===== config.mk =====
export PLATFORM = sky130hd
export DESIGN_NAME = dals_device_flat
export DESIGN_NICKNAME = d
export VERILOG_FILES = /design/src/hdl/dals_pkg.sv /design/src/hdl/dals_link_if.sv /design/src/hdl/dals_device.sv /design/src/flat_wrapper.sv
export SDC_FILE = /design/constraint.sdc
export NUM_CORES = 1
export LEC_CHECK = 0
export ABC_AREA = 1
export ABC_CLOCK_PERIOD_IN_PS = 2500
export BUFFER_PORTS_ARGS = -buffer_cell sky130_fd_sc_hd__buf_2
export CAP_MARGIN = 10
export CORE_ASPECT_RATIO = 0.75
export CORE_MARGIN = 4
export CORE_UTILIZATION = 45
export DETAILED_ROUTE_END_ITERATION = 6
export HOLD_SLACK_MARGIN = 0.1
export PLACE_DENSITY_LB_ADDON = 0.2
export SLEW_MARGIN = 0
export SYNTH_ARGS = -nofsm -noshare
export SYNTH_HDL_FRONTEND = slang
export SYNTH_SLANG_ARGS = --single-unit

===== constraint.sdc =====
create_clock -name hclk -period 2.5 [get_ports hclk]
set_input_delay 0.5 -clock hclk [delete_from_list [all_inputs] [get_ports hclk]]
set_output_delay 0.5 -clock hclk [all_outputs]
set_load 0.1 [all_outputs]

===== src/hdl/dals_pkg.sv =====
// Shared constants for the dual-channel serial sample link and its controller.
// Assumes both ends run on the same 10 MHz hclk and hresetn.
package dals_pkg;
  localparam int SAMPLE_W = 14;
  localparam int LANE_BITS = 7;
  localparam logic [3:0] LAST_SLOT = 4'hd;
  localparam logic [3:0] HALF_SLOT = 4'h7;
  localparam int CFG_AW = 12;
  localparam int CFG_DW = 8;
  // Device configuration addresses and field positions.
  localparam logic [11:0] REG_DITHER = 12'h001;
  localparam logic [11:0] REG_LANE_ORDER = 12'h003;
  localparam logic [11:0] REG_WIRE_MODE = 12'h005;
  localparam logic [11:0] REG_LOW_SPEED = 12'h013;
  localparam logic [11:0] REG_POWER = 12'h015;
  localparam logic [11:0] REG_CLK_DIV = 12'h027;
  localparam logic [11:0] REG_CHOP_A = 12'h422;
  localparam logic [11:0] REG_CHOP_B = 12'h522;
  localparam logic [11:0] REG_CLK_FILT = 12'h70a;
  localparam int DITH_A_LSB = 4;
  localparam int DITH_B_LSB = 2;
  localparam logic [1:0] DITHER_OFF = 2'h3;
  localparam int LANE_ORDER_BIT = 0;
  localparam int WIRE_ONE_BIT = 0;
  localparam int PWR_CHA_BIT = 6;
  localparam int PWR_CHB_BIT = 5;
  localparam int PWR_STBY_BIT = 3;
  localparam int PWR_GLOB_BIT = 2;
  localparam int PWR_PIN_BIT = 0;
  localparam int CLK_DIV_LSB = 6;
  localparam logic [1:0] CLK_DIV_BYPASS = 2'h0;
  localparam logic [1:0] CLK_DIV_TWO = 2'h1;
  localparam int CHOP_OFF_BIT = 1;
  localparam logic CHOP_OFF_RESET = 1'b1;
  localparam int CLK_FILT_BIT = 7;
  localparam logic [3:0] SLOT_BASE_CYC = 4'h2;
  localparam logic [13:0] CHOP_SPUR = 14'h0004;
  localparam logic [15:0] LFSR_SEED = 16'hace1;
  // Wake-up times.
  localparam int CLK_MHZ = 10;
  localparam int WAKE_GLOBAL_US = 85;
  localparam int WAKE_FAST_US = 55;
  localparam int WAKE_STANDBY_US = 35;
  localparam int WAKE_GLOBAL_CYC = WAKE_GLOBAL_US * CLK_MHZ;
  localparam int WAKE_FAST_CYC = WAKE_FAST_US * CLK_MHZ;
  localparam int WAKE_STANDBY_CYC = WAKE_STANDBY_US * CLK_MHZ;
  // Controller register offsets and fields.
  localparam logic [7:0] HOST_CTRL = 8'h00;
  localparam logic [7:0] HOST_CMD = 8'h04;
  localparam logic [7:0] HOST_SAMPLE_A = 8'h08;
  localparam logic [7:0] HOST_SAMPLE_B = 8'h0c;
  localparam logic [7:0] HOST_STATUS = 8'h10;
  localparam int CMD_ADDR_LSB = 8;

  typedef enum logic [1:0] {PWR_RUN, PWR_DOWN, PWR_WAKE} dals_pwr_t;
endpackage


===== src/hdl/dals_link_if.sv =====
// Link between the converter output end and its receiving controller.
// Carries the bit clock, frame clock, four data lanes and a config write strobe.
interface dals_link_if;
  logic bit_clock_out;
  logic frame_clock_out;
  logic upper_lane_pos_a;
  logic lower_lane_pos_a;
  logic upper_lane_pos_b;
  logic lower_lane_pos_b;
  logic cfg_we;
  logic [11:0] cfg_addr;
  logic [7:0] cfg_wdata;

  modport dev (
    output bit_clock_out,
    output frame_clock_out,
    output upper_lane_pos_a,
    output lower_lane_pos_a,
    output upper_lane_pos_b,
    output lower_lane_pos_b,
    input cfg_we,
    input cfg_addr,
    input cfg_wdata
  );
  modport host (
    input bit_clock_out,
    input frame_clock_out,
    input upper_lane_pos_a,
    input lower_lane_pos_a,
    input upper_lane_pos_b,
    input lower_lane_pos_b,
    output cfg_we,
    output cfg_addr,
    output cfg_wdata
  );
endinterface


===== src/hdl/dals_device.sv =====
// Converter output end: config registers, power control and the serializer.
// Assumes cfg writes come on hclk; the power-down pin is asynchronous.
// Contract
// one-wire sends fourteen bits per sample
// two-wire sends seven bits per lane
// one-wire uses a single lane per channel
// one bit per bit-clock edge, both edges
// one-wire word starts at frame rise, MSB
// two-wire: upper lane MSBs, lower LSBs
// two-wire frame clock is half sample rate
// choose two-wire above 65 MSPS
// set low-rate bits at low rates
// clock divider bypass, two or four
// chopper moves noise to half rate
// receiver removes the half-rate spur
// chopper enabled by a register write
// power-down from pin or register
// filter bypass shortens global wake-up
// dither on by default, per-channel off
// dither field 00 on, 11 off
// lane order consecutive or interleaved
// two-wire mode after reset
// receiver frames words by frame edges
module dals_device
  import dals_pkg::*;
#(
  parameter logic [3:0] SLOT_CYC = SLOT_BASE_CYC
)
(
  input wire logic hclk,
  input wire logic hresetn,
  input wire logic [13:0] sample_a_in,
  input wire logic [13:0] sample_b_in,
  input wire logic power_down_pin,
  output logic sample_take,
  output logic dev_running,
  dals_link_if.dev lnk
);

  typedef struct packed {
    logic [1:0] dith_a;
    logic [1:0] dith_b;
    logic odd_even;
    logic one_wire_reg;
    logic [1:0] low_speed;
    logic pd_cha;
    logic pd_chb;
    logic stby_bit;
    logic glob_bit;
    logic pin_standby;
    logic [1:0] clk_div;
    logic chop_off_a;
    logic chop_off_b;
    logic filt_bypass;
    logic pin_s1;
    logic pin_s2;
    dals_pwr_t pwr;
    logic was_global;
    logic [11:0] wake_cnt;
    logic ow;
    logic il;
    logic [1:0] div;
    logic [3:0] cyc;
    logic [3:0] slot;
    logic [13:0] word_a;
    logic [13:0] word_b;
    logic [15:0] lfsr;
    logic chop_ph;
    logic bclk;
    logic frame_q;
    logic [1:0] lanes_a;
    logic [1:0] lanes_b;
    logic take;
    logic run;
  } dals_dev_state_t;

  dals_dev_state_t r;
  dals_dev_state_t n;

  // Upper lane in bit 1, lower lane in bit 0, for slot s of a fourteen-slot frame.
  function automatic logic [1:0] dals_lane_bits(input logic [13:0] w, input logic ow,
                                                input logic il, input logic [3:0] s);
    logic [3:0] j;
    logic [3:0] k;
    j = (s < HALF_SLOT) ? s : 4'(s - HALF_SLOT);
    k = 4'(j << 1);
    // single lane
    if (ow)
      return {1'b0, w[4'(4'd13 - s)]};
    // even/odd split
    else if (il)
      return {w[4'(4'd13 - k)], w[4'(4'd12 - k)]};
    // MSBs upper
    else
      return {w[4'(4'd13 - j)], w[4'(4'd6 - j)]};
  endfunction

  function automatic logic [13:0] dals_condition(input logic [13:0] s, input logic [1:0] dith,
                                                 input logic chop_off, input logic ph,
                                                 input logic rnd);
    logic [13:0] v;
    v = s;
    // alternate offset
    if (!chop_off && ph)
      v = 14'(v + CHOP_SPUR);
    // only 11 stops dither
    if (dith != DITHER_OFF)
      v[0] = v[0] ^ rnd;
    return v;
  endfunction

  function automatic logic [3:0] dals_slot_len(input logic [1:0] div);
    if (div == CLK_DIV_BYPASS)
      return SLOT_CYC;
    else if (div == CLK_DIV_TWO)
      return 4'(SLOT_CYC << 1);
    else
      return 4'(SLOT_CYC << 2);
  endfunction

  always_comb
  begin
    logic pd_global;
    logic pd_stby;
    logic load;
    logic [3:0] len;
    logic [13:0] wa;
    logic [13:0] wb;
    logic [1:0] la;
    logic [1:0] lb;
    pd_global = 1'b0;
    pd_stby = 1'b0;
    load = 1'b0;
    len = 4'h0;
    wa = 14'h0000;
    wb = 14'h0000;
    la = 2'h0;
    lb = 2'h0;
    n = r;
    n.take = 1'b0;
    n.pin_s1 = power_down_pin;
    n.pin_s2 = r.pin_s1;
    if (lnk.cfg_we)
    begin
      if (lnk.cfg_addr == REG_DITHER)
      begin
        // per-channel dither disable
        n.dith_a = lnk.cfg_wdata[DITH_A_LSB +: 2];
        n.dith_b = lnk.cfg_wdata[DITH_B_LSB +: 2];
      end
      else if (lnk.cfg_addr == REG_LANE_ORDER)
        n.odd_even = lnk.cfg_wdata[LANE_ORDER_BIT];
      else if (lnk.cfg_addr == REG_WIRE_MODE)
        n.one_wire_reg = lnk.cfg_wdata[WIRE_ONE_BIT];
      else if (lnk.cfg_addr == REG_LOW_SPEED)
        n.low_speed = lnk.cfg_wdata[1:0];
      else if (lnk.cfg_addr == REG_POWER)
      begin
        n.pd_cha = lnk.cfg_wdata[PWR_CHA_BIT];
        n.pd_chb = lnk.cfg_wdata[PWR_CHB_BIT];
        n.stby_bit = lnk.cfg_wdata[PWR_STBY_BIT];
        n.glob_bit = lnk.cfg_wdata[PWR_GLOB_BIT];
        n.pin_standby = lnk.cfg_wdata[PWR_PIN_BIT];
      end
      else if (lnk.cfg_addr == REG_CLK_DIV)
        n.clk_div = lnk.cfg_wdata[CLK_DIV_LSB +: 2];
      // chopper by register write
      else if (lnk.cfg_addr == REG_CHOP_A)
        n.chop_off_a = lnk.cfg_wdata[CHOP_OFF_BIT];
      else if (lnk.cfg_addr == REG_CHOP_B)
        n.chop_off_b = lnk.cfg_wdata[CHOP_OFF_BIT];
      else if (lnk.cfg_addr == REG_CLK_FILT)
        n.filt_bypass = lnk.cfg_wdata[CLK_FILT_BIT];
    end
    // pin role set by register
    pd_global = r.glob_bit | (r.pin_s2 & ~r.pin_standby);
    pd_stby = r.stby_bit | (r.pin_s2 & r.pin_standby);
    case (r.pwr)
      PWR_RUN:
      begin
        if (pd_global || pd_stby)
        begin
          n.pwr = PWR_DOWN;
          n.was_global = pd_global;
          n.run = 1'b0;
          n.bclk = 1'b0;
          n.frame_q = 1'b0;
          n.lanes_a = 2'h0;
          n.lanes_b = 2'h0;
        end
        else
        begin
          len = dals_slot_len(r.div);
          // clock edge mid-bit
          if (r.cyc == (len >> 1))
            n.bclk = ~r.bclk;
          if (r.cyc == 4'h0)
          begin
            // one word per frame
            // two words per frame
            load = (r.slot == 4'h0) || (!r.ow && r.slot == HALF_SLOT);
            wa = r.word_a;
            wb = r.word_b;
            if (load)
            begin
              wa = dals_condition(sample_a_in, r.dith_a, r.chop_off_a, r.chop_ph, r.lfsr[0]);
              wb = dals_condition(sample_b_in, r.dith_b, r.chop_off_b, r.chop_ph, r.lfsr[1]);
              n.word_a = wa;
              n.word_b = wb;
              n.take = 1'b1;
              n.chop_ph = ~r.chop_ph;
              n.lfsr = {r.lfsr[14:0], r.lfsr[15] ^ r.lfsr[13] ^ r.lfsr[12] ^ r.lfsr[10]};
            end
            // frame rises with MSB
            n.frame_q = (r.slot < HALF_SLOT);
            // seven slots per lane word
            la = dals_lane_bits(wa, r.ow, r.il, r.slot);
            lb = dals_lane_bits(wb, r.ow, r.il, r.slot);
            n.lanes_a = r.pd_cha ? 2'h0 : la;
            n.lanes_b = r.pd_chb ? 2'h0 : lb;
          end
          if (r.cyc == 4'(len - 4'h1))
          begin
            n.cyc = 4'h0;
            if (r.slot == LAST_SLOT)
            begin
              n.slot = 4'h0;
              // Mode changes only at a frame edge so no word is torn.
              n.ow = r.one_wire_reg;
              n.il = r.odd_even;
              // divider sets bit time
              n.div = r.clk_div;
            end
            else
              n.slot = 4'(r.slot + 4'h1);
          end
          else
            n.cyc = 4'(r.cyc + 4'h1);
        end
      end
      PWR_DOWN:
      begin
        n.was_global = r.was_global | pd_global;
        if (!pd_global && !pd_stby)
        begin
          n.pwr = PWR_WAKE;
          // faster wake with bypass
          if (!r.was_global)
            n.wake_cnt = 12'(WAKE_STANDBY_CYC);
          else if (r.filt_bypass)
            n.wake_cnt = 12'(WAKE_FAST_CYC);
          else
            n.wake_cnt = 12'(WAKE_GLOBAL_CYC);
        end
      end
      PWR_WAKE:
      begin
        if (pd_global || pd_stby)
        begin
          n.pwr = PWR_DOWN;
          n.was_global = pd_global;
        end
        else if (r.wake_cnt == 12'h001)
        begin
          n.pwr = PWR_RUN;
          n.run = 1'b1;
          n.cyc = 4'h0;
          n.slot = 4'h0;
          n.ow = r.one_wire_reg;
          n.il = r.odd_even;
          n.div = r.clk_div;
        end
        else
          n.wake_cnt = 12'(r.wake_cnt - 12'h001);
      end
      default:
        n.pwr = PWR_DOWN;
    endcase
  end

  always_ff @(posedge hclk or negedge hresetn)
  begin
    if (!hresetn)
    begin
      // two-wire after reset
      r <= '0;
      r.pwr <= PWR_RUN;
      r.run <= 1'b1;
      r.chop_off_a <= CHOP_OFF_RESET;
      r.chop_off_b <= CHOP_OFF_RESET;
      r.lfsr <= LFSR_SEED;
    end
    else
      r <= n;
  end

  assign lnk.bit_clock_out = r.bclk;
  assign lnk.frame_clock_out = r.frame_q;
  assign lnk.upper_lane_pos_a = r.lanes_a[1];
  assign lnk.lower_lane_pos_a = r.lanes_a[0];
  assign lnk.upper_lane_pos_b = r.lanes_b[1];
  assign lnk.lower_lane_pos_b = r.lanes_b[0];
  assign sample_take = r.take;
  assign dev_running = r.run;
endmodule


===== src/flat_wrapper.sv =====
// flat-port wrapper written by rule: the top's interface ports become plain ports
module dals_device_flat import dals_pkg::*;
#(
  parameter logic [3:0] SLOT_CYC = SLOT_BASE_CYC
)
  (hclk, hresetn, sample_a_in, sample_b_in, power_down_pin, sample_take, dev_running, lnk_bit_clock_out, lnk_frame_clock_out, lnk_upper_lane_pos_a, lnk_lower_lane_pos_a, lnk_upper_lane_pos_b, lnk_lower_lane_pos_b, lnk_cfg_we, lnk_cfg_addr, lnk_cfg_wdata);
  dals_link_if lnk_i ();
  input wire logic hclk;
  input wire logic hresetn;
  input wire logic [13:0] sample_a_in;
  input wire logic [13:0] sample_b_in;
  input wire logic power_down_pin;
  output logic sample_take;
  output logic dev_running;
  output wire logic [$bits(lnk_i.bit_clock_out)-1:0] lnk_bit_clock_out;
  output wire logic [$bits(lnk_i.frame_clock_out)-1:0] lnk_frame_clock_out;
  output wire logic [$bits(lnk_i.upper_lane_pos_a)-1:0] lnk_upper_lane_pos_a;
  output wire logic [$bits(lnk_i.lower_lane_pos_a)-1:0] lnk_lower_lane_pos_a;
  output wire logic [$bits(lnk_i.upper_lane_pos_b)-1:0] lnk_upper_lane_pos_b;
  output wire logic [$bits(lnk_i.lower_lane_pos_b)-1:0] lnk_lower_lane_pos_b;
  input wire logic [$bits(lnk_i.cfg_we)-1:0] lnk_cfg_we;
  input wire logic [$bits(lnk_i.cfg_addr)-1:0] lnk_cfg_addr;
  input wire logic [$bits(lnk_i.cfg_wdata)-1:0] lnk_cfg_wdata;
  assign lnk_bit_clock_out = lnk_i.bit_clock_out;
  assign lnk_frame_clock_out = lnk_i.frame_clock_out;
  assign lnk_upper_lane_pos_a = lnk_i.upper_lane_pos_a;
  assign lnk_lower_lane_pos_a = lnk_i.lower_lane_pos_a;
  assign lnk_upper_lane_pos_b = lnk_i.upper_lane_pos_b;
  assign lnk_lower_lane_pos_b = lnk_i.lower_lane_pos_b;
  assign lnk_i.cfg_we = lnk_cfg_we;
  assign lnk_i.cfg_addr = lnk_cfg_addr;
  assign lnk_i.cfg_wdata = lnk_cfg_wdata;
  dals_device #(.SLOT_CYC(SLOT_CYC)) u_core (.hclk(hclk), .hresetn(hresetn), .sample_a_in(sample_a_in), .sample_b_in(sample_b_in), .power_down_pin(power_down_pin), .sample_take(sample_take), .dev_running(dev_running), .lnk(lnk_i));
endmodule

==> impl_metrics.csv <==
group,metric,value,unit
run_status,outcome,"finished, final reports clean",
power,seqPwrFrac,25.8,%
clocking,cts_tree,"done",
yosys,synth_edf_count,0,
grt,grt.total_usage,22.00,%
grt,grt_antenna_before_repair,0,
yosys,synth_top_cell_by_area,"dfrtp_1",
place,dpl.hpwl,14030,um
yosys,syn_inst,995,
power,p_sw_share,50.06,%
hold_path,holdCritPathClass,"in -> async",
finish,final_area,0.007779,sq mm
place,portBuffers,59,
clocking,numClockSinks,98,
yosys,netlist-cell-type-count,49,
yosys,dominantRegCellSynth,"dfrtp_1",
place,gp_congestion,0.9861,
yosys,synth_seq_cells,98,
grt,grt_pass1_wl,30420,um
power,peakVddDrop,0.5084,mV
setup_path,crit_arrival,2.60,ns
drt,drc,0,
timing,grt_setup_unrepaired,"false",
yosys,yosysWarningCount,0,
drt,wirelength,18260,um
drt,ant_nets,0,
power,internal_power,4558,uW
finish,layout_commonest_cell,"nand2_1",
yosys,syn_area_per_cell,6.837,sq um
finish,final_cell_mix,"nand2_1 (315), nand3_1 (162), inv_1 (102), dfrtp_1 (87)",
drt,wl_per_cell,14.37,um
finish,nNetsFinal,1132,
setup_path,reg2reg_slack,0.15,ns
power,power_frac_clock,14.9,%
die,die_h,114.5,um
setup_path,cp-start-kind,"flop",
timing,fin_crit_sh,93.92,%
clocking,worstSkewPairLatency,0.36,ns
clocking,cts_buffer_depth,2,
grt,gr-total-overflow,0,
timing,finClkSkew,0.005291,ns
run,max_cap_violations,0,
die,placementRows,38,
power,p_per_area,1173,mW/mm^2
die,start_util,46.45,%
grt,grt_max_degree,51,
clocking,cts-root-buf,"clkbuf_16",
yosys,syn_area,0.006803,sq mm
timing,tns,0,ns
power,switchingPower,4569,uW
grt,first_global_vias,6155,
timing,slew_violations,0,
power,power.total,9127,uW
die,coreArea,0.01464,sq mm
finish,diodes,0,
drt,viasPerCell,5.209,
timing,hold_viol,0,
clocking,path_clk_slew,0.07,ns
drt,first_iter_violations,527,
finish,post_route_cells_drive_above_1_share,14.47,%
power,p_comb_share,59.2,%
finish,final_core_util,53.12,%
die,die-area,0.01717,sq mm
setup_path,path_class,"reg -> reg",
yosys,synth.top_cell.area_share,32.00,%
clocking,cts_hold_buffers,0,
drt,vias,6621,
timing,finalSetupViolCount,0,
yosys,synth_seq_area_share,36.25,%
die,die_x,150.0,um
yosys,netlist_top_cells_area,"dfrtp_1 (32%), nand2_1 (17%), nand3_1 (12%)",
timing,worst_slew_pin_slew,0.6249,ns
yosys,async_reset_ff_share,100.0,%
die,ios,60,
timing,min_period,2.348,ns
place,postPlaceCellArea,0.007410,sq mm
setup_path,crit_required,2.75,ns
yosys,syn-num-nets,1061,
power,p_leak,0.003952,uW
clocking,h-tree-depth,3,
clocking,cts-buffers-inserted,9,
finish,synthToLayoutAreaGrowth,14.35,%
timing,fmax,425.9,MHz
setup_path,cp_max_fo,7,
drt,first_pass_iters,6,
setup_path,cp-end-kind,"flop",
timing,slew_headroom,58.28,%
==> final timing paths <==
path                                     startpoint                                 endpoint  cells past startpoint
hold / removal                              hresetn                 u_core.r[36]$_DFFE_PN0P_                      1
min in group hclk                    power_down_pin                   u_core.n[80]$_DFF_PN0_                      1
setup / recovery           u_core.r[53]$_DFFE_PN0P_  u_core.lnk.lower_lane_pos_b$_DFFE_PN0P_                     14
max in group asynchronous                   hresetn           u_core.dev_running$_DFFE_PN1P_                      2
setup reg to reg           u_core.r[53]$_DFFE_PN0P_  u_core.lnk.lower_lane_pos_b$_DFFE_PN0P_                     14
hold reg to reg              u_core.n[80]$_DFF_PN0_                   u_core.r[80]$_DFF_PN0_                      0
==> cells in the mapped netlist (all sizes together) (10+ instances only) <==
cell type	n
nand4	14
a31oi	10
nor3	16
dfstp	11
nand3	165
a21oi	22
nor2	69
nand2	320
dfrtp	87
xor2	19
ha	14
inv	113
o21ai	62
buf	20
==> cell families (layout without fill, tap and decap cells) <==
logic type | count (synthesis) | after routing | synth area share (%)
and+or+nand+nor | 599 | 599 | 39.05
AOI/OAI and AO/OA | 116 | 116 | 9.619
DFF | 98 | 98 | 36.25
buffers and inverters | 141 | 217 | 8.755
xor gates and xnor gates | 25 | 25 | 3.439
muxes | 2 | 2 | 0.3127
adders and majority gates | 14 | 14 | 2.575
==> power by group through the flow <==
stage,clock network [uW],logic [uW],registers (uW)
global placement,0,5140,2370
finish,1360,5400,2360
detailed placement,0,5130,2380
CTS,1400,5150,2350
floorplan,0,3720,2530
global route,1460,6070,2410
==> what timing repair did <==
| action | CTS | global route |
|---|---|---|
| resized for setup | 0 | 17 |
| endpoints found under the hold margin | 0 | 0 |
| buffers inserted | 0 | 0 |
| endpoints found under the setup margin | 0 | 4 |
==> metal layers <==
metal | GRT usage, % | wire length [um]
met5 | 0 | 0
met4 | 5.424 | 287
met3 | 4.590 | 1176
met2 | 31.37 | 7455
met1 | 33.88 | 9339
==> metrics by stage <==
| stage | hold slack (ns) | instances | setup WS (ns) |
|---|---|---|---|
| 4_1_cts | 0.1036 | 1270 | 0.07743 |
| 6_report | 0.09664 | 1271 | 0.1521 |
| 3_5_place_dp | 0.3347 | 1254 | 0.09832 |
| 5_1_grt | 0.1239 | 1271 | 0.004307 |
| 2_1_floorplan | 0.2044 | 995 | 0.01121 |
| 3_3_place_gp | 0.3350 | 1254 | 0.1001 |
==> registers in the layout (all words and copies together) (netlist names) <==
| name | cells |
|---|---|
| u_core.r | 89 |
| u_core.lnk.frame_clock_out | 1 |
| u_core.dev_running | 1 |
| u_core.lnk.lower_lane_pos_a | 1 |
| u_core.n | 1 |
| u_core.lnk.lower_lane_pos_b | 1 |
| u_core.lnk.bit_clock_out | 1 |
| u_core.lnk.upper_lane_pos_b | 1 |
| u_core.lnk.upper_lane_pos_a | 1 |
| u_core.sample_take | 1 |
==> worst max-delay path: stages (launching register included) <==
cell     delay (ns)
dfrtp_1        0.39
ha_1           0.23
nand2_1        0.15
nand2_4        0.11
xor2_4         0.30
ha_4           0.21
xor2_4         0.18
buf_4          0.19
nand2_1        0.07
inv_1          0.05
a21oi_1        0.05
a21oi_1        0.13
nand2_1        0.06
nand2_1        0.06
nand2_1        0.05
==> final cells by class <==
class / instances / area (sq um)
fill: 1496 / 6865
tap: 200 / 250.2
clock inverter: 7 / 62.56
clock buffer: 9 / 225.2
sequential: 98 / 2466
timing repair inverter: 1 / 7.507
multi-input combinational: 756 / 3794
timing repair buffer: 87 / 535.5
inverter: 113 / 437.9
(Power assumes the default switching activity.)
